===== src/hdl/bridge_win_pkg.sv =====
// Purpose: Shared constants for the secondary status and memory window bank
// Assumes: 32-bit register words on AXI4-Lite, byte addresses as offsets
// Notes: Window fields carry address bits 31:20 only
package bridge_win_pkg;
  localparam logic [7:0] OFS_SEC_STATUS = 8'h1c;
  localparam logic [7:0] OFS_MEM_WIN = 8'h20;
  localparam logic [7:0] OFS_PREF_WIN = 8'h24;
  localparam logic [7:0] OFS_PREF_BASE_HI = 8'h28;
  localparam logic [7:0] OFS_PREF_TOP_HI = 8'h2c;
  localparam logic [7:0] OFS_BRIDGE_CTRL = 8'h3c;

  localparam int NUM_REGS = 6;
  localparam int SEL_STATUS = 0;
  localparam int SEL_MEM = 1;
  localparam int SEL_PREF = 2;
  localparam int SEL_PREF_BASE_HI = 3;
  localparam int SEL_PREF_TOP_HI = 4;
  localparam int SEL_BRIDGE_CTRL = 5;

  localparam logic [31:0] WORD_ZERO = 32'h0000_0000;
  localparam logic [31:0] MEM_WIN_WMASK = 32'hfff0_fff0;
  localparam logic [31:0] PREF_WIN_WMASK = 32'hfff0_fff0;
  localparam logic [31:0] PREF_WIN_RO = 32'h0001_0001;
  localparam logic [31:0] BRIDGE_CTRL_WMASK = 32'h0003_0000;
  localparam int BIT_PERR_RESP = 16;
  localparam int BIT_SERR_EN = 17;

  localparam int FIELD_W = 12;
  localparam int BASE_LSB = 4;
  localparam int TOP_LSB = 20;
  localparam logic [19:0] LOW_ZERO = 20'h0_0000;
  localparam logic [19:0] LOW_ONES = 20'hf_ffff;

  localparam int NUM_EVENTS = 6;
  localparam int EV_MASTER_PARITY = 0;
  localparam int EV_SIG_TGT_ABORT = 1;
  localparam int EV_RCV_TGT_ABORT = 2;
  localparam int EV_RCV_MST_ABORT = 3;
  localparam int EV_RCV_SYS_ERR = 4;
  localparam int EV_DET_PARITY = 5;
  localparam int EV_POS [NUM_EVENTS] = '{24, 27, 28, 29, 30, 31};
  localparam logic [NUM_EVENTS-1:0] EV_W1C = 6'h31;

  localparam logic [1:0] RESP_OKAY = 2'h0;
  localparam logic [1:0] RESP_SLVERR = 2'h2;
endpackage


===== src/hdl/bridge_secondary_status_windows.sv =====
// Purpose: Secondary status bits and memory forwarding windows of one bridge port
// Assumes: Event inputs are one-cycle pulses synchronous to clk
// Notes: Forwarding decisions are registered, one cycle after txn_valid
`timescale 1ns/10ps

// Behaviour
// RL1: Capability and timing status bits read zero
// RL2: Requester parity error sets master parity bit
// RL3: Master parity bit never set without enable
// RL4: Completer abort sent sets signaled abort bit
// RL5: Completer abort received sets received abort
// RL6: Unsupported request received sets master abort
// RL7: Error message with SERR enable sets bit
// RL8: Poisoned packet received sets detected parity bit
// RL9: Memory bottom writable bits 31:20, low zeros
// RL10: Memory top writable bits 31:20, low ones
// RL11: Inclusive memory window decides forwarding
// RL12: Prefetch low nibbles read one, 64-bit
// RL13: Prefetch bottom bits 31:20 plus upper word
// RL14: Prefetch top bits 31:20 plus upper word
// RL15: Prefetch window decides read/write forwarding
// RL16: Parity response control enables poison reporting
// RL17: Upper prefetch bottom word, resets zero
// RL18: Write one clears; set beats clear; abort bits 27:29 ignore writes and clear only on reset
// RL19: Reserved fields read zero, ignore writes
module bridge_secondary_status_windows
  import bridge_win_pkg::*;
#(
  parameter int ADDR_W = 8
) (
  input wire logic clk,
  input wire logic rst,
  input wire logic [ADDR_W-1:0] s_axi_awaddr,
  input wire logic [2:0] s_axi_awprot,
  input wire logic s_axi_awvalid,
  output logic s_axi_awready,
  input wire logic [31:0] s_axi_wdata,
  input wire logic [3:0] s_axi_wstrb,
  input wire logic s_axi_wvalid,
  output logic s_axi_wready,
  output logic [1:0] s_axi_bresp,
  output logic s_axi_bvalid,
  input wire logic s_axi_bready,
  input wire logic [ADDR_W-1:0] s_axi_araddr,
  input wire logic [2:0] s_axi_arprot,
  input wire logic s_axi_arvalid,
  output logic s_axi_arready,
  output logic [31:0] s_axi_rdata,
  output logic [1:0] s_axi_rresp,
  output logic s_axi_rvalid,
  input wire logic s_axi_rready,
  input wire logic ev_sec_parity_err,
  input wire logic ev_sec_abort_sent,
  input wire logic ev_sec_abort_rcvd,
  input wire logic ev_sec_unsup_rcvd,
  input wire logic ev_err_msg_sent,
  input wire logic ev_sec_poisoned_rcvd,
  input wire logic txn_valid,
  input wire logic [63:0] txn_addr,
  input wire logic txn_from_primary,
  output logic fwd_valid,
  output logic mem_hit,
  output logic pref_hit,
  output logic fwd_claim,
  output logic parity_resp_en,
  output logic serr_en
);
  generate
    if (ADDR_W < 8) begin : g_bad
      $error("bridge_secondary_status_windows: ADDR_W must be at least 8");
    end
  endgenerate

  logic wr_go;
  logic [ADDR_W-1:0] wr_addr;
  logic [31:0] wr_data;
  logic [3:0] wr_strb;
  logic rd_go;
  logic [ADDR_W-1:0] rd_addr;
  logic [31:0] mem_win;
  logic [31:0] pref_win;
  logic [31:0] pref_base_hi;
  logic [31:0] pref_top_hi;
  logic [31:0] bridge_ctrl;
  logic [NUM_EVENTS-1:0] sticky;
  logic mem_in;
  logic pref_in;
  logic wr_err;
  logic rd_err;
  logic [31:0] rd_data;

  // Word decode shared by the read and write paths
  function automatic logic [NUM_REGS-1:0] decode(input logic [ADDR_W-1:0] a);
    logic [7:0] lo;
    decode = '0;
    lo = {a[7:2], 2'h0};
    if ((a >> 8) == '0) begin
      unique case (lo)
        OFS_SEC_STATUS: decode[SEL_STATUS] = 1'b1;
        OFS_MEM_WIN: decode[SEL_MEM] = 1'b1;
        OFS_PREF_WIN: decode[SEL_PREF] = 1'b1;
        OFS_PREF_BASE_HI: decode[SEL_PREF_BASE_HI] = 1'b1;
        OFS_PREF_TOP_HI: decode[SEL_PREF_TOP_HI] = 1'b1;
        OFS_BRIDGE_CTRL: decode[SEL_BRIDGE_CTRL] = 1'b1;
        default: decode = '0;
      endcase
    end
  endfunction

  function automatic logic [31:0] merge(
    input logic [31:0] old_word,
    input logic [31:0] new_word,
    input logic [3:0] strb
  );
    merge = old_word;
    for (int i = 0; i < 4; i++) begin
      if (strb[i]) begin
        merge[8*i +: 8] = new_word[8*i +: 8];
      end
    end
  endfunction

  // Only sticky bits appear; everything else in the word is zero
  function automatic logic [31:0] status_image(input logic [NUM_EVENTS-1:0] s);
    status_image = WORD_ZERO;
    for (int i = 0; i < NUM_EVENTS; i++) begin
      status_image[EV_POS[i]] = s[i];
    end
  endfunction

  axil_reg_slave #(
    .ADDR_W(ADDR_W)
  ) u_bus (
    .clk(clk),
    .rst(rst),
    .s_axi_awaddr(s_axi_awaddr),
    .s_axi_awvalid(s_axi_awvalid),
    .s_axi_awready(s_axi_awready),
    .s_axi_wdata(s_axi_wdata),
    .s_axi_wstrb(s_axi_wstrb),
    .s_axi_wvalid(s_axi_wvalid),
    .s_axi_wready(s_axi_wready),
    .s_axi_bresp(s_axi_bresp),
    .s_axi_bvalid(s_axi_bvalid),
    .s_axi_bready(s_axi_bready),
    .s_axi_araddr(s_axi_araddr),
    .s_axi_arvalid(s_axi_arvalid),
    .s_axi_arready(s_axi_arready),
    .s_axi_rdata(s_axi_rdata),
    .s_axi_rresp(s_axi_rresp),
    .s_axi_rvalid(s_axi_rvalid),
    .s_axi_rready(s_axi_rready),
    .wr_go(wr_go),
    .wr_addr(wr_addr),
    .wr_data(wr_data),
    .wr_strb(wr_strb),
    .wr_err(wr_err),
    .rd_go(rd_go),
    .rd_addr(rd_addr),
    .rd_data(rd_data),
    .rd_err(rd_err)
  );

  wire [NUM_REGS-1:0] wr_dec = decode(wr_addr);
  wire [NUM_REGS-1:0] rd_dec = decode(rd_addr);
  wire [NUM_REGS-1:0] wr_sel = wr_go ? wr_dec : '0;
  assign wr_err = ~|wr_dec;
  assign rd_err = ~|rd_dec;

  // Masks drop reserved and read-only bits so they never store
  wire [31:0] next_mem_win = wr_sel[SEL_MEM] ?
    (merge(mem_win, wr_data, wr_strb) & MEM_WIN_WMASK) : mem_win; // RL9 RL10 RL19
  wire [31:0] next_pref_win = wr_sel[SEL_PREF] ?
    (merge(pref_win, wr_data, wr_strb) & PREF_WIN_WMASK) : pref_win; // RL13 RL14
  wire [31:0] next_pref_base_hi = wr_sel[SEL_PREF_BASE_HI] ?
    merge(pref_base_hi, wr_data, wr_strb) : pref_base_hi; // RL17
  wire [31:0] next_pref_top_hi = wr_sel[SEL_PREF_TOP_HI] ?
    merge(pref_top_hi, wr_data, wr_strb) : pref_top_hi;
  wire [31:0] next_bridge_ctrl = wr_sel[SEL_BRIDGE_CTRL] ?
    (merge(bridge_ctrl, wr_data, wr_strb) & BRIDGE_CTRL_WMASK) : bridge_ctrl;

  wire perr_resp = bridge_ctrl[BIT_PERR_RESP];
  wire serr_enable = bridge_ctrl[BIT_SERR_EN];

  wire [NUM_EVENTS-1:0] ev_set;
  wire [NUM_EVENTS-1:0] ev_clr;
  wire [NUM_EVENTS-1:0] next_sticky;

  assign ev_set[EV_MASTER_PARITY] = ev_sec_parity_err & perr_resp; // RL2 RL3 RL16
  assign ev_set[EV_SIG_TGT_ABORT] = ev_sec_abort_sent; // RL4
  assign ev_set[EV_RCV_TGT_ABORT] = ev_sec_abort_rcvd; // RL5
  assign ev_set[EV_RCV_MST_ABORT] = ev_sec_unsup_rcvd; // RL6
  assign ev_set[EV_RCV_SYS_ERR] = ev_err_msg_sent & serr_enable; // RL7
  assign ev_set[EV_DET_PARITY] = ev_sec_poisoned_rcvd; // RL8

  genvar gi;
  generate
    for (gi = 0; gi < NUM_EVENTS; gi++) begin : g_ev
      // Abort bits are read-only and only reset clears them
      assign ev_clr[gi] = EV_W1C[gi] & wr_sel[SEL_STATUS] &
        wr_strb[EV_POS[gi] / 8] & wr_data[EV_POS[gi]]; // RL18
      assign next_sticky[gi] = ev_set[gi] | (sticky[gi] & ~ev_clr[gi]); // RL18
    end
  endgenerate

  wire [31:0] status_word = status_image(sticky); // RL1 RL19
  wire [31:0] pref_word = pref_win | PREF_WIN_RO; // RL12

  assign rd_data =
    ({32{rd_dec[SEL_STATUS]}} & status_word) |
    ({32{rd_dec[SEL_MEM]}} & mem_win) |
    ({32{rd_dec[SEL_PREF]}} & pref_word) |
    ({32{rd_dec[SEL_PREF_BASE_HI]}} & pref_base_hi) |
    ({32{rd_dec[SEL_PREF_TOP_HI]}} & pref_top_hi) |
    ({32{rd_dec[SEL_BRIDGE_CTRL]}} & bridge_ctrl);

  always_ff @(posedge clk or posedge rst) begin
    if (rst) begin
      mem_win <= WORD_ZERO;
      pref_win <= WORD_ZERO;
      pref_base_hi <= WORD_ZERO;
      pref_top_hi <= WORD_ZERO;
      bridge_ctrl <= WORD_ZERO;
    end else begin
      mem_win <= next_mem_win;
      pref_win <= next_pref_win;
      pref_base_hi <= next_pref_base_hi;
      pref_top_hi <= next_pref_top_hi;
      bridge_ctrl <= next_bridge_ctrl;
    end
  end

  always_ff @(posedge clk or posedge rst) begin
    if (rst) begin
      sticky <= '0;
    end else begin
      sticky <= next_sticky;
    end
  end

  // Window bounds from the 12-bit fields and their implied low bits
  wire [31:0] mem_bottom = {mem_win[BASE_LSB +: FIELD_W], LOW_ZERO}; // RL9
  wire [31:0] mem_top = {mem_win[TOP_LSB +: FIELD_W], LOW_ONES}; // RL10
  wire [63:0] pref_bottom = {pref_base_hi, pref_win[BASE_LSB +: FIELD_W], LOW_ZERO}; // RL13
  wire [63:0] pref_top = {pref_top_hi, pref_win[TOP_LSB +: FIELD_W], LOW_ONES}; // RL14

  addr_window_match #(
    .AW(32)
  ) u_mem_match (
    .addr(txn_addr[31:0]),
    .bottom(mem_bottom),
    .top(mem_top),
    .hit(mem_in)
  );

  addr_window_match #(
    .AW(64)
  ) u_pref_match (
    .addr(txn_addr),
    .bottom(pref_bottom),
    .top(pref_top),
    .hit(pref_in)
  );

  // The non-prefetch window only covers the low 4 GB
  wire mem_match = mem_in & (txn_addr[63:32] == 32'h0000_0000); // RL11
  wire any_match = mem_match | pref_in; // RL15
  // Downstream traffic is claimed inside the windows, upstream outside
  wire claim = txn_from_primary ? any_match : ~any_match;

  always_ff @(posedge clk or posedge rst) begin
    if (rst) begin
      fwd_valid <= 1'b0;
      mem_hit <= 1'b0;
      pref_hit <= 1'b0;
      fwd_claim <= 1'b0;
    end else begin
      fwd_valid <= txn_valid;
      mem_hit <= txn_valid & mem_match; // RL11
      pref_hit <= txn_valid & pref_in; // RL15
      fwd_claim <= txn_valid & claim;
    end
  end

  always_ff @(posedge clk or posedge rst) begin
    if (rst) begin
      parity_resp_en <= 1'b0;
      serr_en <= 1'b0;
    end else begin
      parity_resp_en <= next_bridge_ctrl[BIT_PERR_RESP]; // RL16
      serr_en <= next_bridge_ctrl[BIT_SERR_EN];
    end
  end
endmodule


===== src/hdl/addr_window_match.sv =====
// Purpose: Inclusive bottom/top address compare for one forwarding window
// Assumes: Bottom above top gives an empty window
// Notes: Purely combinational, caller registers the result
`timescale 1ns/10ps
module addr_window_match #(
  parameter int AW = 32
) (
  input wire logic [AW-1:0] addr,
  input wire logic [AW-1:0] bottom,
  input wire logic [AW-1:0] top,
  output logic hit
);
  generate
    if (AW < 1) begin : g_bad
      $error("addr_window_match: AW must be positive");
    end
  endgenerate

  wire above_bottom = (addr >= bottom);
  wire below_top = (addr <= top);

  assign hit = above_bottom & below_top;
endmodule


===== src/hdl/axil_reg_slave.sv =====
// Purpose: AXI4-Lite slave front end issuing one-cycle register strobes
// Assumes: One write and one read outstanding at most
// Notes: Ready outputs reopen only after the response handshake
`timescale 1ns/10ps
module axil_reg_slave
  import bridge_win_pkg::*;
#(
  parameter int ADDR_W = 8
) (
  input wire logic clk,
  input wire logic rst,
  input wire logic [ADDR_W-1:0] s_axi_awaddr,
  input wire logic s_axi_awvalid,
  output logic s_axi_awready,
  input wire logic [31:0] s_axi_wdata,
  input wire logic [3:0] s_axi_wstrb,
  input wire logic s_axi_wvalid,
  output logic s_axi_wready,
  output logic [1:0] s_axi_bresp,
  output logic s_axi_bvalid,
  input wire logic s_axi_bready,
  input wire logic [ADDR_W-1:0] s_axi_araddr,
  input wire logic s_axi_arvalid,
  output logic s_axi_arready,
  output logic [31:0] s_axi_rdata,
  output logic [1:0] s_axi_rresp,
  output logic s_axi_rvalid,
  input wire logic s_axi_rready,
  output logic wr_go,
  output logic [ADDR_W-1:0] wr_addr,
  output logic [31:0] wr_data,
  output logic [3:0] wr_strb,
  input wire logic wr_err,
  output logic rd_go,
  output logic [ADDR_W-1:0] rd_addr,
  input wire logic [31:0] rd_data,
  input wire logic rd_err
);
  logic aw_held;
  logic w_held;
  logic ar_held;

  wire aw_fire = s_axi_awvalid & s_axi_awready;
  wire w_fire = s_axi_wvalid & s_axi_wready;
  wire ar_fire = s_axi_arvalid & s_axi_arready;
  wire b_done = s_axi_bvalid & s_axi_bready;
  wire r_done = s_axi_rvalid & s_axi_rready;

  // Address and data may arrive in either order
  assign wr_go = aw_held & w_held & ~s_axi_bvalid;
  assign rd_go = ar_held & ~s_axi_rvalid;

  always_ff @(posedge clk or posedge rst) begin
    if (rst) begin
      s_axi_awready <= 1'b1;
      aw_held <= 1'b0;
      wr_addr <= '0;
    end else if (aw_fire) begin
      s_axi_awready <= 1'b0;
      aw_held <= 1'b1;
      wr_addr <= s_axi_awaddr;
    end else if (b_done) begin
      s_axi_awready <= 1'b1;
      aw_held <= 1'b0;
    end
  end

  always_ff @(posedge clk or posedge rst) begin
    if (rst) begin
      s_axi_wready <= 1'b1;
      w_held <= 1'b0;
      wr_data <= WORD_ZERO;
      wr_strb <= 4'h0;
    end else if (w_fire) begin
      s_axi_wready <= 1'b0;
      w_held <= 1'b1;
      wr_data <= s_axi_wdata;
      wr_strb <= s_axi_wstrb;
    end else if (b_done) begin
      s_axi_wready <= 1'b1;
      w_held <= 1'b0;
    end
  end

  always_ff @(posedge clk or posedge rst) begin
    if (rst) begin
      s_axi_bvalid <= 1'b0;
      s_axi_bresp <= RESP_OKAY;
    end else if (wr_go) begin
      s_axi_bvalid <= 1'b1;
      s_axi_bresp <= wr_err ? RESP_SLVERR : RESP_OKAY;
    end else if (b_done) begin
      s_axi_bvalid <= 1'b0;
    end
  end

  always_ff @(posedge clk or posedge rst) begin
    if (rst) begin
      s_axi_arready <= 1'b1;
      ar_held <= 1'b0;
      rd_addr <= '0;
    end else if (ar_fire) begin
      s_axi_arready <= 1'b0;
      ar_held <= 1'b1;
      rd_addr <= s_axi_araddr;
    end else if (rd_go) begin
      ar_held <= 1'b0;
    end else if (r_done) begin
      s_axi_arready <= 1'b1;
    end
  end

  always_ff @(posedge clk or posedge rst) begin
    if (rst) begin
      s_axi_rvalid <= 1'b0;
      s_axi_rdata <= WORD_ZERO;
      s_axi_rresp <= RESP_OKAY;
    end else if (rd_go) begin
      s_axi_rvalid <= 1'b1;
      s_axi_rdata <= rd_data;
      s_axi_rresp <= rd_err ? RESP_SLVERR : RESP_OKAY;
    end else if (r_done) begin
      s_axi_rvalid <= 1'b0;
    end
  end
endmodule


===== config.mk =====
export PLATFORM = sky130hd
export DESIGN_NAME = bridge_secondary_status_windows
export DESIGN_NICKNAME = d
export VERILOG_FILES = /design/src/hdl/bridge_win_pkg.sv /design/src/hdl/bridge_secondary_status_windows.sv /design/src/hdl/addr_window_match.sv /design/src/hdl/axil_reg_slave.sv
export SDC_FILE = /design/constraint.sdc
export NUM_CORES = 1
export LEC_CHECK = 0
export BUFFER_PORTS_ARGS = -buffer_cell sky130_fd_sc_hd__buf_4
export CORE_ASPECT_RATIO = 1.5
export CORE_UTILIZATION = 55
export DETAILED_ROUTE_END_ITERATION = 10
export PLACE_DENSITY_LB_ADDON = 0.05
export SLEW_MARGIN = 10
export SYNTH_ARGS = -nofsm -noshare
export SYNTH_HDL_FRONTEND = slang
export SYNTH_SLANG_ARGS = --single-unit

===== constraint.sdc =====
create_clock -name clk -period 18.4 [get_ports clk]
set_clock_uncertainty 0.2 [all_clocks]
set_input_delay 5.52 -clock clk [delete_from_list [all_inputs] [get_ports clk]]
set_output_delay 5.52 -clock clk [all_outputs]
set_load 0.03 [all_outputs]

; ---- After elaboration in Yosys (flattened, before gate mapping)
; Cells that the tools add are included.
[word_totals]
in_bits = 137
rom_bits = 0
latchBits = 0
memories = 0
ram_bits = 0
output_inout_bits = 47
ff_bits = 222
word_cells = 161
[classes]
reduce_logical = 26
n_mul = 0
n_addsub = 0
n_eq_ne = 13
div = 0
shift = 0
muxes = 32
n_lt_le_gt_ge = 4
n_bitwise = 47
[op_table]
columns = cell, n
row1 = AND 32 bit, 5
row2 = bitwise OR 32 bit, 5
row3 = greater-or-equal comparator 64 bit, 1
row4 = less-or-equal comparator 64 bit, 1
row5 = "equality test 6 x 4 -> 1 bit, second input constant", 10
row6 = AND reduction 2 bit, 17
row7 = AND 32 x 18 -> 32 bit, 1
row8 = greater-or-equal comparator 32 bit, 1
row9 = less-or-equal comparator 32 bit, 1
row10 = zero test 32 bit, 1
row11 = two-way mux 1 bit, 27
row12 = AND 1 bit, 23
row13 = two-way mux 18 bit, 1
row14 = "equality test 6 x 3 -> 1 bit, second input constant", 2
row15 = nonzero test 2 bit, 6
row16 = OR reduction 6 bit, 2
row17 = bitwise OR 1 bit, 7
row18 = two-way mux 2 bit, 3
row19 = two-way mux 6 bit, 1
row20 = NOT 1 bit, 6
row21 = "!= test 2 x 1 -> 1 bit, second input constant", 1

; ---- Depth between registers and ports, before layout
[logic_depth]
depth_word = 8
ltp_mapped = 9
mapped_depth_nobuf = 9

; ---- Modules after synthesis
; Synthesis repeated with hierarchy kept, for this count alone.
[unflattened]
cells_unflattened = 1295
area_unflattened_um2 = 14054.7
[modules_own_cells]
columns = module, cells_each, area_each_um2, seq_area_each_um2, instances
row1 = bridge_secondary_status_windows, 409, 5491.5, 3103.0, 1
row2 = axil_reg_slave, 209, 3791.1, 2356.0, 1
row3 = addr_window_match at u_pref_match, 451, 3168.0, 0.0, 1
row4 = addr_window_match at u_mem_match, 226, 1604.0, 0.0, 1

; ---- Worst setup path before layout
; Ideal clock, no wire load.
[synth_timing]
path_kind = input to register
startpoint = in txn_addr[62]
endpoint = reg fwd_claim
t_required_ps = 18074
path_buffers = 0
path_stages = 8
arrival_ps = 7240
path_slack_ps = 10834
setup_ps = 126
path_cell_list = ha_1 a21oi_1 nand2_1 a221o_1 or3_1 a211oi_1 nor4_1 a311o_1
[synth_via]
elab_chain_cells = 6
word_cells_on_any_way = 9
cone_classes = 2 x order compare / 1 x mux / 5 x bitwise / 1 x reduce/logical
[synth_lines]
columns = element, line_no
row1 = from (decl), bridge_secondary_status_windows.sv:59  ; input wire logic [63:0] txn_addr,
row2 = greater-or-equal comparator 64 bit (tied with other cells), addr_window_match.sv:19  ; wire above_bottom = (addr >= bottom);
row3 = AND 1 bit (on tied branches), "addr_window_match.sv:22, bridge_secondary_status_windows.sv:266"
row4 = bitwise OR 1 bit (*), bridge_secondary_status_windows.sv:267  ; wire any_match = mem_match | pref_in;
row5 = NOT 1 bit, bridge_secondary_status_windows.sv:269  ; wire claim = txn_from_primary ? any_match : ~any_match;
row6 = two-way mux 1 bit (*), bridge_secondary_status_windows.sv:269
row7 = AND 1 bit (*), bridge_secondary_status_windows.sv:281  ; fwd_claim <= txn_valid & claim;
row8 = to (signal assigned), bridge_secondary_status_windows.sv:281
row9 = to (decl), bridge_secondary_status_windows.sv:64  ; output logic fwd_claim,
; Every way passes the cells marked *; elsewhere a longest branch is shown, timed or not.
; A chain may end at the register's enable or synchronous reset.

; ---- Worst setup path in the final report
[layout_timing]
startpoint = in txn_addr[21]
endpoint = reg fwd_claim
[layout_via]
elab_chain_cells = 7
word_cells_on_any_way = 11
cone_classes = 4 x order compare / 1 x mux / 6 x bitwise
[layout_lines]
columns = element, line_no
row1 = greater-or-equal comparator 32 bit / less-or-equal comparator 32 bit (equally long branches), "addr_window_match.sv:19, addr_window_match.sv:20"
row2 = AND 1 bit, addr_window_match.sv:22  ; assign hit = above_bottom & below_top;
row3 = AND 1 bit, bridge_secondary_status_windows.sv:266  ; wire mem_match = mem_in & (txn_addr[63:32] == 32'h0000_0000);
row4 = bitwise OR 1 bit (*), bridge_secondary_status_windows.sv:267
row5 = NOT 1 bit, bridge_secondary_status_windows.sv:269
row6 = two-way mux 1 bit (*), bridge_secondary_status_windows.sv:269
row7 = AND 1 bit (*), bridge_secondary_status_windows.sv:281
; Marked as above.

==> flow_summary.toml <==
[route]
top_layer = "met4"
ant_nets = 0
vias = 8530
drc = 0
dr_wl_met3_um = 1610
wl_met2_um = 16300
wl_per_cell_um = 20.9
wl_met1_um = 11900
totalWireLength_um = 30400
drt_iter0_markers = 475
drt-pass1-iter-count = 4
vias_per_cell = 5.85

[global_route]
grt.total_usage = 0.288
grt_max_degree = 91
grt_pass1_vias = 8937
antenna_found_initial = 0
grt_overflow = 0
grt_pass1_wl_um = 47900

[sta]
setup_violations = 0
maxSlewHeadroom = 0.421
rsz0062_at_grt = "no"
period_needed_ns = 7.52
fmax_mhz = 133
timing.hold.ws_ns = 0.278
slew_viol_final = 0
hold_viol_final = 0
fin_crit_sh = 0.409
fin_setup_tns_ns = 0
worst_pin_slew_ns = 0.867

[cells_and_area]
fillers = 1627
final_common_cell = "dfrtp_1"
final_area_mm2 = 0.0141
final_core_util = 0.686
drive_above_1_share = 0.352
final_nets = 1426
layout_common_cells = "dfrtp_1, buf_4, mux2_2"
n_antenna_cell = 0
syn2layout_area_growth_pct = 20.9

[critical_path]
r2r-start = "u_bus.rd_addr[2]"
path_cells = "buf_4 > ha_1 > a21oi_1 > o21ai_0 > a221o_2 > o2bb2ai_2 > a41oi_1 > a32o_1 > a311o_1"
cp_top_family = "compound AO/OA/AOI/OAI gates"
worstSetupPathType = "in -> reg"
worstRegToRegCells = 5
slowest_stage = "a221o_2"
max_stage_delay_ns = 0.47
crit_required_ns = 18.59
r2r_end = "u_bus.s_axi_rdata[27]"
worstPathArrival_ns = 7.71
regToRegSetupSlack_ns = 15.42
worst_setup_path_start_kind = "input port"
worstSetupEndpointType = "flip-flop"
path_max_fanout = 4
path_buf_inv = 1

[floorplanning]
fp-row-count = 64
die-area_mm2 = 0.0218
ios = 184
coreArea_mm2 = 0.0206
initial_utilization = 0.568
die_height_um = 181
die_x_um = 121

[clock_network]
root_buffer = "clkbuf_16"
post_cts_buffers = 0
cts_tree = "built"
clock-sinks = 214
post_cts_resized = 0
clockBufferDepth = 3
hold_buffers = 0
clk_latency_ns = 0.51
clk_pin_slew_ns = 0.07
htree_num_levels = 1
cts_buffers = 22

[pwr]
ir_worst_vdd_v = 0.000123
power_leakage_nw = 6.59
power_density_mw_per_mm2 = 126

[synth]
async_flop_share = 1.00
synth_cell_type_count = 63
syn_area_mm2 = 0.0117
synth.area.mux_share = 0.205
synth_top_family_by_area = "multiplexers"
postSynth.topFlopCell = "dfrtp_1"
synth_compound_area_frac = 0.0852
seq_area_frac_synth = 0.459
synth_cells = 993
yosys.area.top_type_share = 0.452
avgSynthCellArea_um2 = 11.8
yosysWarnings = 0
synth_xor_area_frac = 0
yosys.area_share.adder = 0.120
synth_edf_count = 0
ys_seq_elements = 214
synthSimpleGateAreaFrac = 0.0865
synth_top_area_cell = "dfrtp_1"
synthTopCellsByArea = "dfrtp_1, mux2_2, ha_1, mux4_2, inv_1"

[placement]
place_area_mm2 = 0.0133
gp_congestion = 0.884
port-buffer-count = 171
dp_hpwl_um = 22800

[worst_hold_path]
holdPathEnd = "u_bus.w_held"
min_path_type = "reg -> reg"
holdCritStartpoint = "u_bus.w_held"
min_path_cells = 2

[run]
drv_cap = 0

[outcome]
status = "complete, no violations"
## worst max-delay path by stage
stage                  from         endpoint  depth (start not counted)
2_1_floorplan           rst  bridge_ctrl[16]                          1
3_3_place_gp   txn_addr[25]        fwd_claim                          9
3_5_place_dp   txn_addr[21]        fwd_claim                          9
4_1_cts        txn_addr[21]        fwd_claim                          9
5_1_grt        txn_addr[21]        fwd_claim                          9
6_report       txn_addr[21]        fwd_claim                          9
## state kept, by name (all words and copies together) (netlist names), 2 cells and up
signal / count
u_bus.s_axi_rdata: 32
mem_win: 24
pref_base_hi: 32
pref_win: 24
u_bus.rd_addr: 6
bridge_ctrl: 2
u_bus.wr_data: 32
sticky: 6
u_bus.wr_addr: 6
u_bus.wr_strb: 4
pref_top_hi: 32
## routing by layer
| metal | up-vias | GRT usage |
|---|---|---|
| li1 | 3985 | - |
| met1 | 4279 | 0.350 |
| met2 | 218 | 0.530 |
| met3 | 48 | 0.0358 |
| met4 | 0 | 0.0756 |
| met5 | - | 0 |
## where the power goes
part / internal (mW) / total [mW] / switching (mW)
Clock: 0.323 / 0.509 / 0.187
Combinational: 0.265 / 0.527 / 0.262
Sequential: 0.603 / 0.748 / 0.145
## per-stage QoR
| stage | total power, mW | worst slack (ns) | std cells |
|---|---|---|---|
| floorplan | 1.08 | 6.83 | 994 |
| global placement | 1.26 | 10.39 | 1417 |
| detailed placement | 1.28 | 10.37 | 1417 |
| CTS | 1.80 | 10.90 | 1457 |
| global route | 1.89 | 10.78 | 1457 |
| finish | 1.78 | 10.88 | 1457 |
## tightest hold or removal path: stages (launching register included)
cell and delay, ns:
dfrtp_1 0.34, nand2_1 0.05, nand2_1 0.05
## synth_stat cells, types with 3 or more instances
library cell and count:
ha_1 112, mux2_2 158, a21o_1 16, nand2_1 75
dfstp_2 3, buf_2 3, mux2i_1 3, a21oi_1 44
mux4_2 24, or2_2 3, dfrtp_1 211, mux2_1 4
nor3_1 7, a22o_1 21, nand3_1 15, nor2_1 18
nor3b_1 3, o21ai_0 27, inv_1 115, a211oi_1 5
nand4_1 31, or3_1 3, clkbuf_1 11, nand2b_1 5
buf_1 3, and4_1 4, nor4_1 13, a22oi_1 11
## cell type report
cell class | instances | area, um2 | share of cell area
multi-input cells | 645 | 5820 | 0.412
flip-flops and latches | 214 | 5360 | 0.379
repair buffers | 178 | 1340 | 0.0946
clock buffers | 33 | 673 | 0.0477
inverters | 116 | 443 | 0.0314
well taps | 264 | 330 | 0.0234
clock inverters | 7 | 163 | 0.0115
## kinds of logic after synthesis
family | count (synthesis)
and+or+nand+nor | 194
other | 1
adders and majority gates | 112
buffers and inverters | 135
muxes | 189
AOI/OAI and AO/OA | 148
DFF | 214
No activity file was read; power rests on OpenSTA's default activity.
